File: config.mk
export PLATFORM = sky130hd
export DESIGN_NAME = ltfac_top
export DESIGN_NICKNAME = d
export VERILOG_FILES = /design/src/ltfac_pkg.sv /design/src/ltfac_adc_if.sv /design/src/ltfac_sched.sv /design/src/ltfac_fltpin.sv /design/src/ltfac_top.sv
export SDC_FILE = /design/constraint.sdc
export NUM_CORES = 1
export LEC_CHECK = 0
export BUFFER_PORTS_ARGS = -buffer_cell sky130_fd_sc_hd__buf_2
export CAP_MARGIN = 15
export CORE_UTILIZATION = 40
export DETAILED_ROUTE_END_ITERATION = 7
export PLACE_DENSITY = 0.6
export RECOVER_POWER = 25
export SYNTH_ARGS = -nofsm -noshare
export SYNTH_HDL_FRONTEND = slang
export SYNTH_SLANG_ARGS = --single-unit
File: constraint.sdc
create_clock -name clk -period 3.4 [get_ports clk]
set_clock_uncertainty 0.15 [all_clocks]
set_input_delay 0.34 -clock clk [delete_from_list [all_inputs] [get_ports clk]]
set_output_delay 0.34 -clock clk [all_outputs]
set_load 0.1 [all_outputs]
File: src/ltfac_pkg.sv
// constants, command codes and field layout for the laser transmitter controller
// assumes a 20 MHz clock and a host command port already decoded from the serial bus
package ltfac_pkg;
  localparam int CLK_HZ = 20000000;
  localparam int CONV_TIME_US = 1000;
  localparam int LOCK_WIN_US = 25000;
  localparam int CONV_CYC = (CLK_HZ / 1000000) * CONV_TIME_US;
  localparam int LOCK_CYC = (CLK_HZ / 1000000) * LOCK_WIN_US;

  localparam int ADC_W = 10;
  localparam int BOOST_W = 5;

  // command codes of the host register set
  localparam logic [7:0] CMD_CTRL = 8'h00;
  localparam logic [7:0] CMD_FLT_CFG = 8'h01;
  localparam logic [7:0] CMD_FLT_STAT = 8'h02;
  localparam logic [7:0] CMD_BOOST = 8'h03;
  localparam logic [7:0] CMD_TEMP = 8'h04;
  localparam logic [7:0] CMD_MOD_RES = 8'h05;
  localparam logic [7:0] CMD_SLOT3 = 8'h06;
  localparam logic [7:0] CMD_USER = 8'h07;
  localparam logic [7:0] CMD_SRC_DAC = 8'h08;
  localparam logic [7:0] CMD_MOD_DAC = 8'h09;

  // control register bits
  localparam int B_SOFT_EN = 0;
  localparam int B_AUTO_SD = 1;
  localparam int B_RPT_INH = 2;
  localparam int B_PD_EN = 3;
  localparam int B_LPC_EN = 4;
  localparam int B_EN_POL = 5;
  localparam int B_OC_EN = 6;
  localparam int B_OP_EN = 7;
  localparam int B_UP_EN = 8;
  localparam int B_APC_EN = 9;
  localparam int CTRL_W = 10;
  localparam logic [CTRL_W-1:0] CTRL_RST = 10'h226;

  // fault pin configuration bits
  localparam int B_FPOL = 0;
  localparam int B_FDRV = 1;
  localparam int B_FOVR = 3;
  localparam int B_FFORCE = 4;
  localparam int FCFG_W = 5;
  localparam logic [FCFG_W-1:0] FCFG_RST = 5'h01;

  // user result layout on read, selector on write; fault status flag bits
  localparam int B_UVALID = 15;
  localparam int B_USRC = 10;
  localparam int B_STAT_TX = 8;
  localparam int B_STAT_LOCK = 9;

  typedef enum logic [1:0] {DRV_OPEN, DRV_WEAK, DRV_STRONG, DRV_PUSH} ltfac_drv_type;

  // converter input codes; 2 is the laser voltage
  localparam logic [2:0] SRC_IS = 3'h0;
  localparam logic [2:0] SRC_IM = 3'h1;
  localparam logic [2:0] SRC_VLD = 3'h2;
  localparam logic [2:0] SRC_IMD = 3'h3;
  localparam logic [2:0] SRC_VTERM = 3'h4;
  localparam logic [2:0] SRC_TEMP = 3'h5;

  // fault status codes, 1 is the highest priority
  localparam logic [2:0] FC_NONE = 3'h0;
  localparam logic [2:0] FC_UV = 3'h1;
  localparam logic [2:0] FC_MEM = 3'h2;
  localparam logic [2:0] FC_UP = 3'h3;
  localparam logic [2:0] FC_OP = 3'h4;
  localparam logic [2:0] FC_OC = 3'h5;
endpackage : ltfac_pkg

File: src/ltfac_adc_if.sv
// slot schedule signals between the controller and its converter scheduler
// assumes both ends run on the same clock
`timescale 1ns/1ps
interface ltfac_adc_if;
  logic [1:0] slot;
  logic       done;
  logic [2:0] mux_sel;
  logic [2:0] user_sel;
  logic       apc_mode;
  modport sched (output slot, output done, output mux_sel, input user_sel, input apc_mode);
  modport ctrl (input slot, input done, input mux_sel, output user_sel, output apc_mode);
endinterface : ltfac_adc_if

File: src/ltfac_sched.sv
// four-slot conversion scheduler, one slot per conversion time
// assumes the converter samples mux_sel for the whole slot
`timescale 1ns/1ps
module ltfac_sched
  import ltfac_pkg::*;
#(
  parameter int CONV_CYCLES = CONV_CYC
)(
  input  wire logic   clk,
  input  wire logic   sys_rst,
  ltfac_adc_if.sched  adc
);
  typedef enum logic [1:0] {SL_TEMP, SL_MOD, SL_LOOP, SL_USER} ltfac_slot_type;

  ltfac_slot_type    slot_r;
  logic [31:0]       cnt_r;
  logic [2:0]        usel_r;
  logic              last;
  logic [2:0]        sel;

  assign last = (cnt_r == 32'(CONV_CYCLES - 1));
  assign adc.done = last;
  assign adc.slot = slot_r;
  assign adc.mux_sel = sel;

  always_comb
  begin
    case (slot_r)
      SL_TEMP: sel = SRC_TEMP;
      SL_MOD:  sel = SRC_IM;
      SL_LOOP: sel = adc.apc_mode ? SRC_IMD : SRC_IS;
      SL_USER: sel = usel_r;
      default: sel = SRC_TEMP;
    endcase
  end

  always_ff @(posedge clk)
  begin
    if (sys_rst)
    begin
      cnt_r <= '0;
      slot_r <= SL_TEMP;
      usel_r <= SRC_IS;
    end
    else
    begin
      cnt_r <= last ? '0 : cnt_r + 32'h1;
      if (last)
        slot_r <= ltfac_slot_type'(slot_r + 2'h1);
      // selector is frozen for a whole user slot
      if (last && slot_r == SL_LOOP)
        usel_r <= adc.user_sel;
    end
  end
endmodule : ltfac_sched

File: src/ltfac_fltpin.sv
// fault pin driver: polarity, drive style and software override
// assumes the pad applies the pull-up enables and tri-states on oe low
`timescale 1ns/1ps
module ltfac_fltpin
  import ltfac_pkg::*;
(
  input  wire logic              clk,
  input  wire logic              sys_rst,
  input  wire logic              fault_ind,
  input  wire logic [FCFG_W-1:0] cfg,
  output logic                   pin_o,
  output logic                   pin_oe,
  output logic                   pull_weak,
  output logic                   pull_strong
);
  logic          asserted;
  logic          level;
  ltfac_drv_type mode;

  assign asserted = cfg[B_FOVR] ? cfg[B_FFORCE] : fault_ind;
  assign level = cfg[B_FPOL] ? asserted : ~asserted;
  assign mode = ltfac_drv_type'(cfg[B_FDRV +: 2]);

  always_ff @(posedge clk)
  begin
    if (sys_rst)
    begin
      pin_o <= 1'b0;
      pin_oe <= 1'b0;
      pull_weak <= 1'b0;
      pull_strong <= 1'b0;
    end
    else
    begin
      // pull-up styles only ever pull low actively
      pin_o <= (mode == DRV_PUSH) ? level : 1'b0;
      pin_oe <= (mode == DRV_PUSH) | ~level;
      pull_weak <= (mode == DRV_WEAK);
      pull_strong <= (mode == DRV_STRONG);
    end
  end
endmodule : ltfac_fltpin

File: src/ltfac_top.sv
// laser transmitter fault, enable, converter and current control
// Summary of operation
// auto-shutdown set: any enabled fault disables the transmitter at once
// auto-shutdown clear: soft fault keeps transmitting until host disables
// undervoltage and memory-load failure always disable the transmitter
// first latched soft fault clears when the transmitter is disabled
// second fault within 25 ms of re-enable locks the transmitter off
// lockout suppressed while the repeated-fault-inhibit bit is zero
// fault pin active level chosen by a polarity bit
// two-bit drive mode picks open drain, weak, strong pull-up or push-pull
// override bit hands the fault pin to the force bit alone
// power-down bit plus disabled transmitter switches off high-speed amplifiers
// five-bit boost setting, smaller code gives stronger falling-edge boost
// ten-bit results from a six-input multiplexer
// each conversion lasts 1 ms, four slots repeat endlessly
// slots: temperature, modulation, monitor or source current, user choice
// compensation, servo and current updates happen in the user slot
// slot-three result shares one register whatever the loop mode
// host picks user input with three-bit selector, code 2 is laser voltage
// user conversion end stores data, sets valid, records converted source
// any user register access clears valid until next user conversion
// reported source names the converted input, not the latest selector
// user register writes a selector but reads back result layout
// power loop off lets host write source and modulation currents
// transmit only while enable pin and software enable are both active
// highest-priority simultaneous fault latched in status, cleared on read
// after reset user valid is clear and lockout released
// assumes cmd_* is a decoded serial-bus transfer, one cycle per access,
// and that converter result and servo codes are on this clock
`timescale 1ns/1ps
module ltfac_top
  import ltfac_pkg::*;
#(
  parameter int CONV_CYCLES = CONV_CYC,
  parameter int LOCK_CYCLES = LOCK_CYC
)(
  input  wire logic                 clk,
  input  wire logic                 sys_rst,
  input  wire logic                 cmd_valid,
  input  wire logic                 cmd_write,
  input  wire logic [7:0]           cmd_code,
  input  wire logic [15:0]          cmd_wdata,
  output logic [15:0]               cmd_rdata,
  input  wire logic                 en_pin,
  input  wire logic                 oc_det,
  input  wire logic                 op_det,
  input  wire logic                 up_det,
  input  wire logic                 uv_det,
  input  wire logic                 mem_load_fail,
  input  wire logic [ltfac_pkg::ADC_W-1:0] adc_result,
  input  wire logic [ltfac_pkg::ADC_W-1:0] servo_src_code,
  input  wire logic [ltfac_pkg::ADC_W-1:0] servo_mod_code,
  output logic [2:0]                adc_mux_sel,
  output logic                      comp_update,
  output logic                      tx_enable,
  output logic                      hs_amp_pd,
  output logic [ltfac_pkg::BOOST_W-1:0] falling_edge_boost,
  output logic [ltfac_pkg::ADC_W-1:0] source_current_dac,
  output logic [ltfac_pkg::ADC_W-1:0] modulation_current_dac,
  output logic                      fault_o,
  output logic                      fault_oe,
  output logic                      fault_pull_weak,
  output logic                      fault_pull_strong
);
  import ltfac_pkg::*;

  function automatic logic hit(input logic [7:0] code, input logic [7:0] want);
    hit = (code == want);
  endfunction : hit

  ltfac_adc_if adc ();

  // external levels pass two flops before use
  logic [5:0]       sync1_r;
  logic [5:0]       sync2_r;
  logic [CTRL_W-1:0] ctrl_r;
  logic [FCFG_W-1:0] fcfg_r;
  logic [2:0]       stat_r;
  logic [2:0]       stat_nxt;
  logic [2:0]       user_sel_r;
  logic [ADC_W-1:0] temp_r;
  logic [ADC_W-1:0] mod_res_r;
  logic [ADC_W-1:0] slot3_r;
  logic [ADC_W-1:0] user_data_r;
  logic [2:0]       user_src_r;
  logic [2:0]       conv_src_r;
  logic             user_valid_r;
  logic             soft_flt_r;
  logic             armed_r;
  logic             lock_r;
  logic             tx_req_d_r;
  logic [31:0]      win_r;
  logic [4:0]       det_d_r;
  logic [ADC_W-1:0] src_dac_r;
  logic [ADC_W-1:0] mod_dac_r;
  logic [BOOST_W-1:0] boost_r;

  logic en_s, oc_s, op_s, up_s, uv_s, mem_s;
  assign {mem_s, uv_s, up_s, op_s, oc_s, en_s} = sync2_r;

  wire wr = cmd_valid & cmd_write;
  wire rd = cmd_valid & ~cmd_write;
  wire wr_ctrl = wr & hit(cmd_code, CMD_CTRL);
  wire wr_fcfg = wr & hit(cmd_code, CMD_FLT_CFG);
  wire wr_boost = wr & hit(cmd_code, CMD_BOOST);
  wire wr_user = wr & hit(cmd_code, CMD_USER);
  wire wr_sdac = wr & hit(cmd_code, CMD_SRC_DAC);
  wire wr_mdac = wr & hit(cmd_code, CMD_MOD_DAC);
  wire rd_stat = rd & hit(cmd_code, CMD_FLT_STAT);
  wire acc_user = cmd_valid & hit(cmd_code, CMD_USER);

  wire apc = ctrl_r[B_APC_EN];
  wire lpc = ctrl_r[B_LPC_EN];
  wire en_act = (en_s == ctrl_r[B_EN_POL]);
  wire tx_req = en_act & ctrl_r[B_SOFT_EN];
  wire hard = uv_s | mem_s;
  wire oc_q = oc_s & ctrl_r[B_OC_EN];
  wire op_q = op_s & ctrl_r[B_OP_EN] & apc;
  wire up_q = up_s & ctrl_r[B_UP_EN] & apc;
  wire soft_det = oc_q | op_q | up_q;
  wire lock_eff = lock_r & ctrl_r[B_RPT_INH];
  wire auto_off = soft_flt_r & ctrl_r[B_AUTO_SD];
  wire tx_on = tx_req & ~hard & ~lock_eff & ~auto_off;
  wire win_open = (win_r != 32'h0);
  wire re_enable = tx_req & ~tx_req_d_r;

  wire [4:0] det_now = {oc_q, op_q, up_q, mem_s, uv_s};
  wire [4:0] rise = det_now & ~det_d_r;

  wire slot_done = adc.done;
  wire user_done = slot_done & (adc.slot == 2'h3);

  assign adc.user_sel = user_sel_r;
  assign adc.apc_mode = apc;
  assign adc_mux_sel = adc.mux_sel;
  assign comp_update = user_done;
  assign tx_enable = tx_on;
  assign hs_amp_pd = ctrl_r[B_PD_EN] & ~tx_on;
  assign falling_edge_boost = boost_r;
  assign source_current_dac = src_dac_r;
  assign modulation_current_dac = mod_dac_r;

  // highest priority rising cause, code 1 wins
  logic [2:0] new_code;
  always_comb
  begin
    new_code = FC_NONE;
    if (rise[0])
      new_code = FC_UV;
    else if (rise[1])
      new_code = FC_MEM;
    else if (rise[2])
      new_code = FC_UP;
    else if (rise[3])
      new_code = FC_OP;
    else if (rise[4])
      new_code = FC_OC;
  end

  // a new cause in the reading cycle survives the clear
  wire stat_take = (new_code != FC_NONE) &&
                   (rd_stat || stat_r == FC_NONE || new_code < stat_r);
  assign stat_nxt = stat_take ? new_code : (rd_stat ? FC_NONE : stat_r);

  // read data mux, user register reads in result layout
  logic [15:0] rmux;
  always_comb
  begin
    case (cmd_code)
      CMD_CTRL:     rmux = 16'(ctrl_r);
      CMD_FLT_CFG:  rmux = 16'(fcfg_r);
      CMD_FLT_STAT: rmux = {6'h00, lock_eff, tx_on, 5'h00, stat_r};
      CMD_BOOST:    rmux = 16'(boost_r);
      CMD_TEMP:     rmux = 16'(temp_r);
      CMD_MOD_RES:  rmux = 16'(mod_res_r);
      CMD_SLOT3:    rmux = 16'(slot3_r);
      CMD_USER:     rmux = {user_valid_r, 2'h0, user_src_r, user_data_r};
      CMD_SRC_DAC:  rmux = 16'(src_dac_r);
      CMD_MOD_DAC:  rmux = 16'(mod_dac_r);
      default:      rmux = 16'h0000;
    endcase
  end

  always_ff @(posedge clk)
  begin
    if (sys_rst)
    begin
      sync1_r <= '0;
      sync2_r <= '0;
      cmd_rdata <= 16'h0000;
    end
    else
    begin
      sync1_r <= {mem_load_fail, uv_det, up_det, op_det, oc_det, en_pin};
      sync2_r <= sync1_r;
      if (rd)
        cmd_rdata <= rmux;
    end
  end

  // host writable configuration
  always_ff @(posedge clk)
  begin
    if (sys_rst)
    begin
      ctrl_r <= CTRL_RST;
      fcfg_r <= FCFG_RST;
      boost_r <= '0;
      user_sel_r <= SRC_IS;
    end
    else
    begin
      if (wr_ctrl)
        ctrl_r <= cmd_wdata[CTRL_W-1:0];
      if (wr_fcfg)
        fcfg_r <= cmd_wdata[FCFG_W-1:0];
      if (wr_boost)
        boost_r <= cmd_wdata[BOOST_W-1:0];
      if (wr_user)
        user_sel_r <= cmd_wdata[2:0];
    end
  end

  // fault latching, repeated-fault window and lockout
  always_ff @(posedge clk)
  begin
    if (sys_rst)
    begin
      soft_flt_r <= 1'b0;
      armed_r <= 1'b0;
      lock_r <= 1'b0;
      tx_req_d_r <= 1'b0;
      win_r <= '0;
      det_d_r <= '0;
      stat_r <= FC_NONE;
    end
    else
    begin
      tx_req_d_r <= tx_req;
      det_d_r <= det_now;
      stat_r <= stat_nxt;
      if (!tx_req)
        soft_flt_r <= 1'b0;
      else if (soft_det && tx_on)
        soft_flt_r <= 1'b1;
      if (soft_flt_r && !tx_req)
        armed_r <= 1'b1;
      else if (armed_r && tx_req && !win_open && !re_enable)
        armed_r <= 1'b0;
      if (re_enable && armed_r)
        win_r <= 32'(LOCK_CYCLES);
      else if (!tx_req)
        win_r <= '0;
      else if (win_open)
        win_r <= win_r - 32'h1;
      // only a reset releases the lock
      if (armed_r && win_open && soft_det)
        lock_r <= 1'b1;
    end
  end

  // converter results, user slot handshake and current outputs
  always_ff @(posedge clk)
  begin
    if (sys_rst)
    begin
      temp_r <= '0;
      mod_res_r <= '0;
      slot3_r <= '0;
      user_data_r <= '0;
      user_src_r <= SRC_IS;
      conv_src_r <= SRC_IS;
      user_valid_r <= 1'b0;
      src_dac_r <= '0;
      mod_dac_r <= '0;
    end
    else
    begin
      if (adc.slot == 2'h3)
        conv_src_r <= adc.mux_sel;
      if (slot_done && adc.slot == 2'h0)
        temp_r <= adc_result;
      if (slot_done && adc.slot == 2'h1)
        mod_res_r <= adc_result;
      if (slot_done && adc.slot == 2'h2)
        slot3_r <= adc_result;
      if (user_done)
      begin
        user_data_r <= adc_result;
        user_src_r <= conv_src_r;
      end
      // completion wins over a same-cycle access
      if (user_done)
        user_valid_r <= 1'b1;
      else if (acc_user)
        user_valid_r <= 1'b0;
      if (lpc && user_done)
      begin
        src_dac_r <= servo_src_code;
        mod_dac_r <= servo_mod_code;
      end
      else if (!lpc)
      begin
        if (wr_sdac)
          src_dac_r <= cmd_wdata[ADC_W-1:0];
        if (wr_mdac)
          mod_dac_r <= cmd_wdata[ADC_W-1:0];
      end
    end
  end

  ltfac_sched #(
    .CONV_CYCLES (CONV_CYCLES)
  ) u_sched (
    .clk     (clk),
    .sys_rst (sys_rst),
    .adc     (adc.sched)
  );

  ltfac_fltpin u_fltpin (
    .clk         (clk),
    .sys_rst     (sys_rst),
    .fault_ind   (soft_flt_r | uv_s | mem_s | lock_eff),
    .cfg         (fcfg_r),
    .pin_o       (fault_o),
    .pin_oe      (fault_oe),
    .pull_weak   (fault_pull_weak),
    .pull_strong (fault_pull_strong)
  );
endmodule : ltfac_top

==> results.md, run 1 <==
* Fmax at 314 MHz
* Leak pwr at 0.00413 uW
* Core area at 0.0226 mm^2
* Area grow syn2layout at 21.6%
* Drt first-iter violations at 585
* Synth Flop Type: dfxtp_1
* Final Hold Fails at 0
* Number of max-cap violations at 1
* Routed wl met3 at 1490 um
* Post-route cell area at 0.0112 mm^2
* Ys async rst share at 0
* Avg Synthesized Cell Area at 9.05 um^2
* Overflow after GRT at 0
* Vias at 7912
* Fin cells at 1453
* GP Congestion at 0.851
* Minimum clock period at 3180 ps
* Cell taking the most area after synthesis: dfxtp_1
* Routed wire length at 24000 um
* Clk_lat worst skew at 500 ps
* Flops & latches, synth at 201
* Placed cells at 1371
* Slew Viols, Final at 38
* Cell types with the highest counts after synthesis: dfxtp_1 (201), nor2_1 (147), mux2i_1 (94)
* Largest net degree at the start of global routing at 66
* Register area at 0.00402 mm^2
* Clock slew seen by the registers of the worst setup and hold paths at 60 ps
* Drc violations at 0
* Chip height at 154 um
* Sinks on Clock Net at 201
* CTS tree: yes
* Cell count after synthesis at 1017
* Fill count at 2149
* # IOs at 115
* PwrDens at 472 mW/mm^2
* Routed wire per std cell at 16.5 um
* Post-synth EDFFs at 0
* Arrival time worst endpoint at 2690 ps
* Post CTS Setup Buffer Count at 0
* Final net count at 1227
* Worst Path Required at 2910 ps
* Clock share of power at 0.503
* Die area at 0.0236 mm^2
* Post-synthesis sequential area ratio at 0.437
* Post-Route Setup TNS at 0 ps
* RSZ-0062 raised after global routing: no
* Worst-margin pin slew at 1620 ps
* Crit end category: primary output
* Internal at 4180 uW
* HPWL Detailed at 16500 um
* VDD IR max at 0.000339 V
* Met2 WL post-DR at 10200 um
* Hold WC Path Type: input pin to flop
* Worst slack at placement at 744 ps
* Initial antenna violation count at 0
* Antenna Cells at 0
* CTS buffer count at 22
* Switch share at 0.209
* DRT met1 WL at 11800 um
* Cell Rows at 55
* Syn. warnings at 0
* Htree depth at 1
* Relative slew slack at -0.0800
* Fin worst setup slack at 218 ps
* Psw at 1110 uW
* Final-report setup violation count at 0
* Seq pwr share at 0.450
* Synth Cell Area at 0.00921 mm^2
* Status: finished, violations left
* Root buf cell: clkbuf_16
* Total Routing Usage GR at 0.205
* Top-count cell post-synth: dfxtp_1
* Unique masters post-synth at 73
* Top post-synthesis cells by area: dfxtp_1 (44%), mux2i_1 (10%), nor2_1 (6.0%), xnor2_1 (2.8%), nand2_1 (2.7%)
* Global-route wire length before repair at 39400 um
* Vias in the first global route at 7411
* CP Launch Type: flop
* IO buf count at 106
* ANT nets after route at 0
* Max clock buf depth at 3
* Initial Utilization at 0.408
* Top sig layer: met4
* Crit Path Max Fanout at 7
* Area of the multi-input gates at 0.00485 mm^2
* Die X at 154 um
* Crit path kind: flop to primary output
* Post-synth top area share at 0.437
* Drt via density at 5.45
* Post-DP Area at 0.0100 mm^2
* Fin crit share at 0.936
* Combinational share of power at 0.047
* First-pass iteration count of the detailed router at 5
* Share of layout cells above drive strength 1 at 0.131
* Failing checks: capacitance limit, slew limit
==> critical path: stages (launching register included) <==
cell      delay, ps
dfxtp_1         340
or4_1           570
nor4_4          430
and2_2          260
nand2_2          90
clkinv_2         70
buf_2           430
==> final cells by class <==
cell class,instances,share of cell area
multi-input cells,737,0.433
flip-flops and latches,201,0.359
repair buffers,170,0.0948
clock buffers,29,0.0579
well taps,285,0.0319
clock inverters,10,0.0156
inverters,21,0.00715
==> cells by family after synthesis <==
logic type,Yosys count,share of synthesized area
other cells,1,0.000407
compound gates,157,0.116
mux,103,0.117
fa+ha+maj,10,0.0136
simple gates,422,0.237
flops,201,0.437
buf+inv,80,0.0379
xor+xnor,43,0.0409
==> final timing paths <==
kind,end,slack (ps),startpoint,cells after the start
hold / removal,user_valid_r$_SDFFE_PP0P_,30,cmd_valid,4
hold reg to reg,sync2_r[3]$_SDFF_PP0_,280,sync1_r[3]$_SDFF_PP0_,1
setup reg to reg,armed_r$_SDFFE_PP0P_,720,win_r[0]$_SDFFE_PP0N_,7
setup / recovery,comp_update,220,u_sched.cnt_r[16]$_SDFF_PP0_,6
==> timing repair <==
| item | CTS | global route |
|---|---|---|
| gates resized for setup | 0 | 0 |
| setup endpoints to repair | 0 | 0 |
| hold buffers | 43 | 0 |
| hold endpoints to repair | 72 | 0 |
==> cells in the final DEF, fill, tap and decap left out, types with 14 or more instances in the layout <==
master         count
a211oi_1          25
a21oi_1           41
buf_2             68
buf_4             18
clkbuf_1          41
clkbuf_16         23
dfxtp_1          201
dlygate4sd3_1     43
inv_1             20
mux2i_1           94
nand2_1           65
nand3_1           40
nand4_1           16
nor2_1           147
nor2b_1           21
nor3_1            17
nor4_1            23
o21ai_0           21
or4_1             17
xnor2_1           29
xor2_1            14
==> registers in the layout (all words and copies together) (netlist names), 6 cells and up <==
register and count:
u_sched.cnt_r 32, win_r 32, cmd_rdata 14, ctrl_r 10, mod_res_r 10, modulation_current_dac 10, slot3_r 10, source_current_dac 10
temp_r 10, user_data_r 10, sync1_r 6, sync2_r 6
==> layer usage <==
layer	GRT usage	vias to the layer above
li1	-	3942
met1	0.300	3698
met2	0.308	236
met3	0.0383	36
met4	0.0486	0
met5	0	-
==> power by group through the flow <==
stage / registers (uW) / clock network (uW) / logic, uW
2_1_floorplan: 2440 / 0 / 113
3_3_place_gp: 2430 / 0 / 210
3_5_place_dp: 2430 / 0 / 209
4_1_cts: 2380 / 2730 / 247
5_1_grt: 2380 / 2820 / 267
6_report: 2380 / 2660 / 247
==> per-stage QoR <==
step,util,total power [uW],hold slack (ps)
2_1_floorplan,-,2550,263
3_3_place_gp,0.443,2640,271
3_5_place_dp,0.443,2640,273
4_1_cts,0.499,5350,23.8
5_1_grt,0.496,5470,45.8
6_report,0.496,5280,34.6
(Power assumes the default switching activity.)
==> inputs of run 2 (changes only) <==
Settings changed: CELL_PAD_IN_SITES_DETAIL_PLACEMENT from default to 2, CELL_PAD_IN_SITES_GLOBAL_PLACEMENT from default to 2, CORE_UTILIZATION 40 to 36, PLACE_DENSITY 0.6 to 0.81.
Clock period 3.4 ns to 3.6 ns, I/O delays scaled along.
==> run 2 against run 1 <==
The run still ends with capacitance limit, slew limit left. Sequential share of layout area is 0.60 points higher. Highest routed layer unchanged. Cell count up 1.7%. Global-route usage up 3.9 points. Register-to-register slack improved by 50 ps. Final area down 1.7%. Via count increased by 5.5%. Clock-buffer cell count up 5. Wire length increased by 34%.
==> results.md, run 2 (synthesis gave the netlist of run 1 again) <==
* Share of layout cells above drive strength 1 at 0.134 (was 0.131)
* Fin crit share at 0.900
* Sinks on Clock Net at 201 (unchanged)
* Largest net degree at the start of global routing at 62 (was 66)
* Clock slew seen by the registers of the worst setup and hold paths at 60 ps (about the same)
* Combinational share of power at 0.047 (about the same)
* Clk_lat worst skew at 520 ps (was 500 ps)
* Worst Path Required at 3090 ps (was 2910 ps)
* Routed wire per std cell at 21.7 um (was 16.5 um)
* Internal at 3790 uW (was 4180 uW)
* Fill count at 2783 (was 2149)
* Cell Rows at 58 (was 55)
* Vias at 8344 (was 7912)
* Leak pwr at 0.00403 uW (was 0.00413 uW)
* VDD IR max at 0.000298 V (was 0.000339 V)
* Root buf cell: clkbuf_16 (unchanged)
* Fin cells at 1478 (was 1453)
* Post-Route Setup TNS at 0 ps (unchanged)
* Number of max-cap violations at 1 (unchanged)
* Most frequent cells in the layout: dfxtp_1 (201), nor2_1 (147), mux2i_1 (94), buf_2 (69), nand2_1 (65) (was dfxtp_1 (201), nor2_1 (147), mux2i_1 (94), buf_2 (68), nand2_1 (65))
* ANT nets after route at 0 (unchanged)
* Total Power at 4930 uW (was 5280 uW)
* Minimum clock period at 3240 ps
* Area of the multi-input gates at 0.00485 mm^2 (unchanged)
* Switch share at 0.231 (was 0.209)
* Antenna Cells at 0 (unchanged)
* Drt via density at 5.65 (was 5.45)
* Post-DP Area at 0.0100 mm^2 (about the same)
* Crit end category: primary output (unchanged)
* GP Congestion at 0.851 (about the same)
* Final-report setup violation count at 0 (unchanged)
* Area grow syn2layout at 19.6% (was 21.6%)
* RSZ-0062 raised after global routing: no (unchanged)
* Relative slew slack at -0.366 (was -0.0800)
* Top Registers: u_sched.cnt_r: 32 flops, win_r: 32 flops, cmd_rdata: 14 flops (unchanged)
* Hold WC Path Type: input pin to flop (unchanged)
* Die X at 162 um (was 154 um)
* Global-route wire length before repair at 50400 um (was 39400 um)
* Routed wire length at 32000 um (was 24000 um)
* Final net count at 1206 (was 1227)
* Seq pwr share at 0.455 (was 0.450)
* Post-route cell area at 0.0110 mm^2 (was 0.0112 mm^2)
* CTS tree: yes (unchanged)
* Final Hold Fails at 0 (unchanged)
* Max clock buf depth at 3 (unchanged)
* PwrDens at 448 mW/mm^2 (was 472 mW/mm^2)
* Drc violations at 0 (unchanged)
* Chip height at 162 um (was 154 um)
* Initial Utilization at 0.367 (was 0.408)
* Vias in the first global route at 9036 (was 7411)
* Post CTS Setup Buffer Count at 0 (unchanged)
* Failing checks: capacitance limit, slew limit (unchanged)
* Arrival time worst endpoint at 2730 ps (was 2690 ps)
* Register area at 0.00402 mm^2 (unchanged)
* Placed cells at 1414 (was 1371)
* Initial antenna violation count at 0 (unchanged)
* Most common library cell in the layout ignoring fill and taps: dfxtp_1 (unchanged)
* Drt first-iter violations at 461 (was 585)
* Crit Path Max Fanout at 7 (unchanged)
* Psw at 1140 uW (was 1110 uW)
* Crit path kind: flop to primary output (unchanged)
* Htree depth at 1 (unchanged)
* Overflow after GRT at 0 (unchanged)
* Worst-margin pin slew at 2050 ps (was 1620 ps)
* Slew Viols, Final at 49 (was 38)
* # IOs at 115 (unchanged)
* Fmax at 309 MHz
* HPWL Detailed at 21500 um (was 16500 um)
* IO buf count at 106 (unchanged)
* CP Launch Type: flop (unchanged)
* First-pass iteration count of the detailed router at 4 (was 5)
* Status: finished, violations left (unchanged)
* Die area at 0.0262 mm^2 (was 0.0236 mm^2)
* Core area at 0.0251 mm^2 (was 0.0226 mm^2)
* CTS buffer count at 23 (was 22)
* Total Routing Usage GR at 0.243 (was 0.205)
* Clock share of power at 0.497 (was 0.503)
run 2: cell count changes in the layout (fill, tap and decap cells not counted), sizes merged:
cell         delta
inv             +1
bufinv          -3
dlygate4sd3    -20
clkinv          -1
clkbuf          +1
buf             +2
run 2: worst max-delay path, stage by stage, from the launching register on:
cell and delay [ps]:
dfxtp_1 340, or4_1 580, nor4_4 420, and2_2 270
nand2_2 80, clkinv_2 90, buf_2 420
run 2: layer usage:
metal / track usage / vias to the layer above / wire, um
li1: - / 3875 / -
met1: 0.308 / 4230 / 14200
met2: 0.424 / 178 / 15600
met3: 0.0380 / 61 / 1440
met4: 0.0703 / 0 / 835
met5: 0 / - / 0
run 2: area by class of cell:
class | instances | share of cell area
Multi-Input combinational cell | 737 | 0.440
Sequential cell | 201 | 0.366
Timing Repair Buffer | 148 | 0.0779
Clock buffer | 34 | 0.0633
Tap cell | 330 | 0.0375
Clock inverter | 7 | 0.00807
Inverter | 21 | 0.00727
run 2: worst paths after layout:
check	start	to	slack, ps	cells past startpoint
hold reg to reg	sync1_r[3]$_SDFF_PP0_	sync2_r[3]$_SDFF_PP0_	290	1
setup reg to reg	win_r[0]$_SDFFE_PP0N_	armed_r$_SDFFE_PP0P_	770	7
setup / recovery	u_sched.cnt_r[16]$_SDFF_PP0_	comp_update	360	6
hold / removal	servo_src_code[4]	source_current_dac[4]$_SDFFE_PP0P_	7	3
run 2: power groups by stage:
stage	Clock (uW)	Combinational, uW	Sequential, uW
floorplan	0	107	2300
global placement	0	207	2290
detailed placement	0	210	2300
CTS	2490	232	2250
global route	2570	248	2250
finish	2450	234	2250
run 2: repair_timing:
item                                   in CTS  in global routing
endpoints found under the hold margin      25                  0
hold buffers                               23                  0
resized for setup                           0                  0
run 2: through the flow:
stage / setup slack, ps / hold slack (ps) / utilization
floorplan: 971 / 263 / -
global placement: 918 / 276 / 0.400
finish: 359 / 6.83 / 0.438
global route: 198 / 6.81 / 0.438
CTS: 327 / 0.282 / 0.440
detailed placement: 850 / 278 / 0.400
==> inputs of run 3 (changes only) <==
Settings changed: CORE_ASPECT_RATIO from default to 1.1.
==> run 3 against run 2 <==
The run still ends with capacitance limit, slew limit left. Combinational power up 3%. Global-route usage grew 0.50 points. Cell count about the same. Critical endpoint unchanged. Clock power rose by 6%. Sequential share of layout area decreased by 0.41 points. Final area up 1.1%. Core utilization grew 0.37 points. Worst hold slack gained 7.0 ps. Power up 2.9%. Register-to-register slack hardly changed. Clock-buffer cell count up 1.
==> results.md, run 3 (synthesis gave the netlist of run 1 again) <==
* Leak pwr at 0.00407 uW (was 0.00403 uW)
* # IOs at 115 (unchanged)
* M1 GR Usage at 0.309 (was 0.308)
* Number of max-cap violations at 1 (unchanged)
* Chip height at 170 um (was 162 um)
* Initial Utilization at 0.366 (was 0.367)
* Failing checks: capacitance limit, slew limit (unchanged)
* VDD IR max at 0.000253 V (was 0.000298 V)
* Drc violations at 0 (unchanged)
* Clk_lat worst skew at 520 ps (about the same)
* Fmax at 309 MHz (about the same)
* Total Routing Usage GR at 0.248 (was 0.243)
* Routed wire length at 32600 um (was 32000 um)
* PwrDens at 456 mW/mm^2 (was 448 mW/mm^2)
* Initial antenna violation count at 1 (was 0)
* Final Hold Fails at 0 (unchanged)
* Worst Path Required at 3090 ps (about the same)
* Htree depth at 1 (unchanged)
* Share of layout cells above drive strength 1 at 0.133 (was 0.134)
* Clock slew seen by the registers of the worst setup and hold paths at 60 ps (about the same)
* Crit end category: primary output (unchanged)
* Final-report setup violation count at 0 (unchanged)
* Critical-path top delay cell: or4_1 (unchanged)
* GP Congestion at 0.805 (was 0.851)
* HPWL Detailed at 20800 um (was 21500 um)
* Worst-margin pin slew at 2280 ps (was 2050 ps)
* ANT nets after route at 0 (unchanged)
* Root buf cell: clkbuf_16 (unchanged)
* Routed wire per std cell at 22.1 um (was 21.7 um)
* Final net count at 1217 (was 1206)
* Crit Path Max Fanout at 7 (unchanged)
* Status: finished, violations left (unchanged)
* Largest net degree at the start of global routing at 68 (was 62)
* CTS tree: yes (unchanged)
* Largest stage delay on the critical path at 560 ps (was 580 ps)
* Fill count at 2739 (was 2783)
* Drt via density at 5.67 (was 5.65)
* Most frequent cells in the layout: dfxtp_1 (201), nor2_1 (147), mux2i_1 (94), buf_2 (68), nand2_1 (65) (was dfxtp_1 (201), nor2_1 (147), mux2i_1 (94), buf_2 (69), nand2_1 (65))
* Vias in the first global route at 8957 (was 9036)
* Switch share at 0.233 (was 0.231)
* Max clock buf depth at 3 (unchanged)
* Clock share of power at 0.510 (was 0.497)
* Arrival time worst endpoint at 2730 ps (about the same)
* Met3 Use GR at 0.0383 (was 0.0380)
* Post CTS Setup Buffer Count at 0 (unchanged)
* Fin crit share at 0.900 (about the same)
* Seq pwr share at 0.443 (was 0.455)
* Sinks on Clock Net at 201 (unchanged)
* Overflow after GRT at 0 (unchanged)
* Global-route wire length before repair at 51000 um (was 50400 um)
* Hold WC Path Type: input pin to flop (unchanged)
* Minimum clock period at 3240 ps (about the same)
* Final hold slack at 13.8 ps (was 6.83 ps)
* Relative slew slack at -0.521 (was -0.366)
* Post-Route Setup TNS at 0 ps (unchanged)
* Slew Viols, Final at 47 (was 49)
* First-pass iteration count of the detailed router at 5 (was 4)
* Vias at 8371 (was 8344)
* Psw at 1180 uW (was 1140 uW)
* Met2 GRT Util at 0.436 (was 0.424)
* RSZ-0062 raised after global routing: no (unchanged)
* IO buf count at 106 (unchanged)
* CTS buffer count at 24 (was 23)
* Core area at 0.0252 mm^2 (was 0.0251 mm^2)
* Drt first-iter violations at 424 (was 461)
* Combinational share of power at 0.048 (was 0.047)
* Die area at 0.0262 mm^2 (about the same)
* Top Registers: u_sched.cnt_r: 32 flops, win_r: 32 flops, cmd_rdata: 14 flops (unchanged)
* Die X at 154 um (was 162 um)
* CP Launch Type: flop (unchanged)
* Internal at 3890 uW (was 3790 uW)
* Grt peak-use layer: met2 (unchanged)
* Crit path kind: flop to primary output (unchanged)
* Cell Rows at 61 (was 58)
* Area grow syn2layout at 20.9% (was 19.6%)
* Crit-path cells: or4_1, nor4_4, and2_2, nand2_2, clkinv_2, buf_2 (unchanged)
* Most common library cell in the layout ignoring fill and taps: dfxtp_1 (unchanged)
run 3: final timing paths:
| kind | from | end | slack, ps | depth (start not counted) |
|---|---|---|---|---|
| setup / recovery | u_sched.cnt_r[16]$_SDFF_PP0_ | comp_update | 360 | 6 |
| hold / removal | cmd_wdata[8] | ctrl_r[8]$_SDFFE_PP0P_ | 10 | 3 |
| setup reg to reg | u_sched.cnt_r[16]$_SDFF_PP0_ | mod_res_r[4]$_SDFFE_PP0P_ | 780 | 5 |
| hold reg to reg | sync1_r[5]$_SDFF_PP0_ | sync2_r[5]$_SDFF_PP0_ | 290 | 1 |
run 3: area by class of cell:
cell class / count / area [um^2] / share of cell area
Antenna cell: 1 / 2.50 / 0.000225
Clock buffer: 35 / 703 / 0.0632
Clock inverter: 9 / 129 / 0.0116
Inverter: 21 / 80.1 / 0.00719
Multi-Input combinational cell: 737 / 4850 / 0.435
Sequential cell: 201 / 4020 / 0.361
Tap cell: 315 / 394 / 0.0354
Timing Repair Buffer: 158 / 953 / 0.0856
run 3: layer usage:
| metal | routed length, um | share of wire | vias up |
|---|---|---|---|
| li1 | - | - | 3905 |
| met3 | 1270 | 0.039 | 52 |
| met4 | 801 | 0.025 | 0 |
| met5 | 0 | 0 | - |
| met2 | 16300 | 0.50 | 169 |
| met1 | 14200 | 0.44 | 4245 |
run 3: timing repair:
action                    4_1_cts  5_1_grt
hold endpoints to repair       38        0
gates resized for setup         0        0
hold buffers                   32        0
run 3: worst max-delay path: cells and delay by family (launching register included):
| family | cells | cell delay [ps] |
|---|---|---|
| AND/OR/NAND/NOR | 4 | 1330 |
| buffers and inverters | 2 | 530 |
| flip-flops | 1 | 340 |
run 3: per-stage QoR:
step,cells,utilization,total power (uW),area [um^2],worst slack (ps)
global placement,1400,0.398,2500,10000,897
CTS,1476,0.444,5110,11200,330
finish,1477,0.442,5070,11100,360
global route,1477,0.442,5220,11100,215
detailed placement,1400,0.398,2500,10000,897
floorplan,1018,-,2410,9210,971
run 3: power groups by stage:
stage,Combinational (uW),Clock [uW],Sequential (uW)
2_1_floorplan,107,0,2300
3_3_place_gp,206,0,2290
3_5_place_dp,209,0,2300
4_1_cts,239,2620,2250
5_1_grt,257,2720,2250
6_report,241,2590,2250
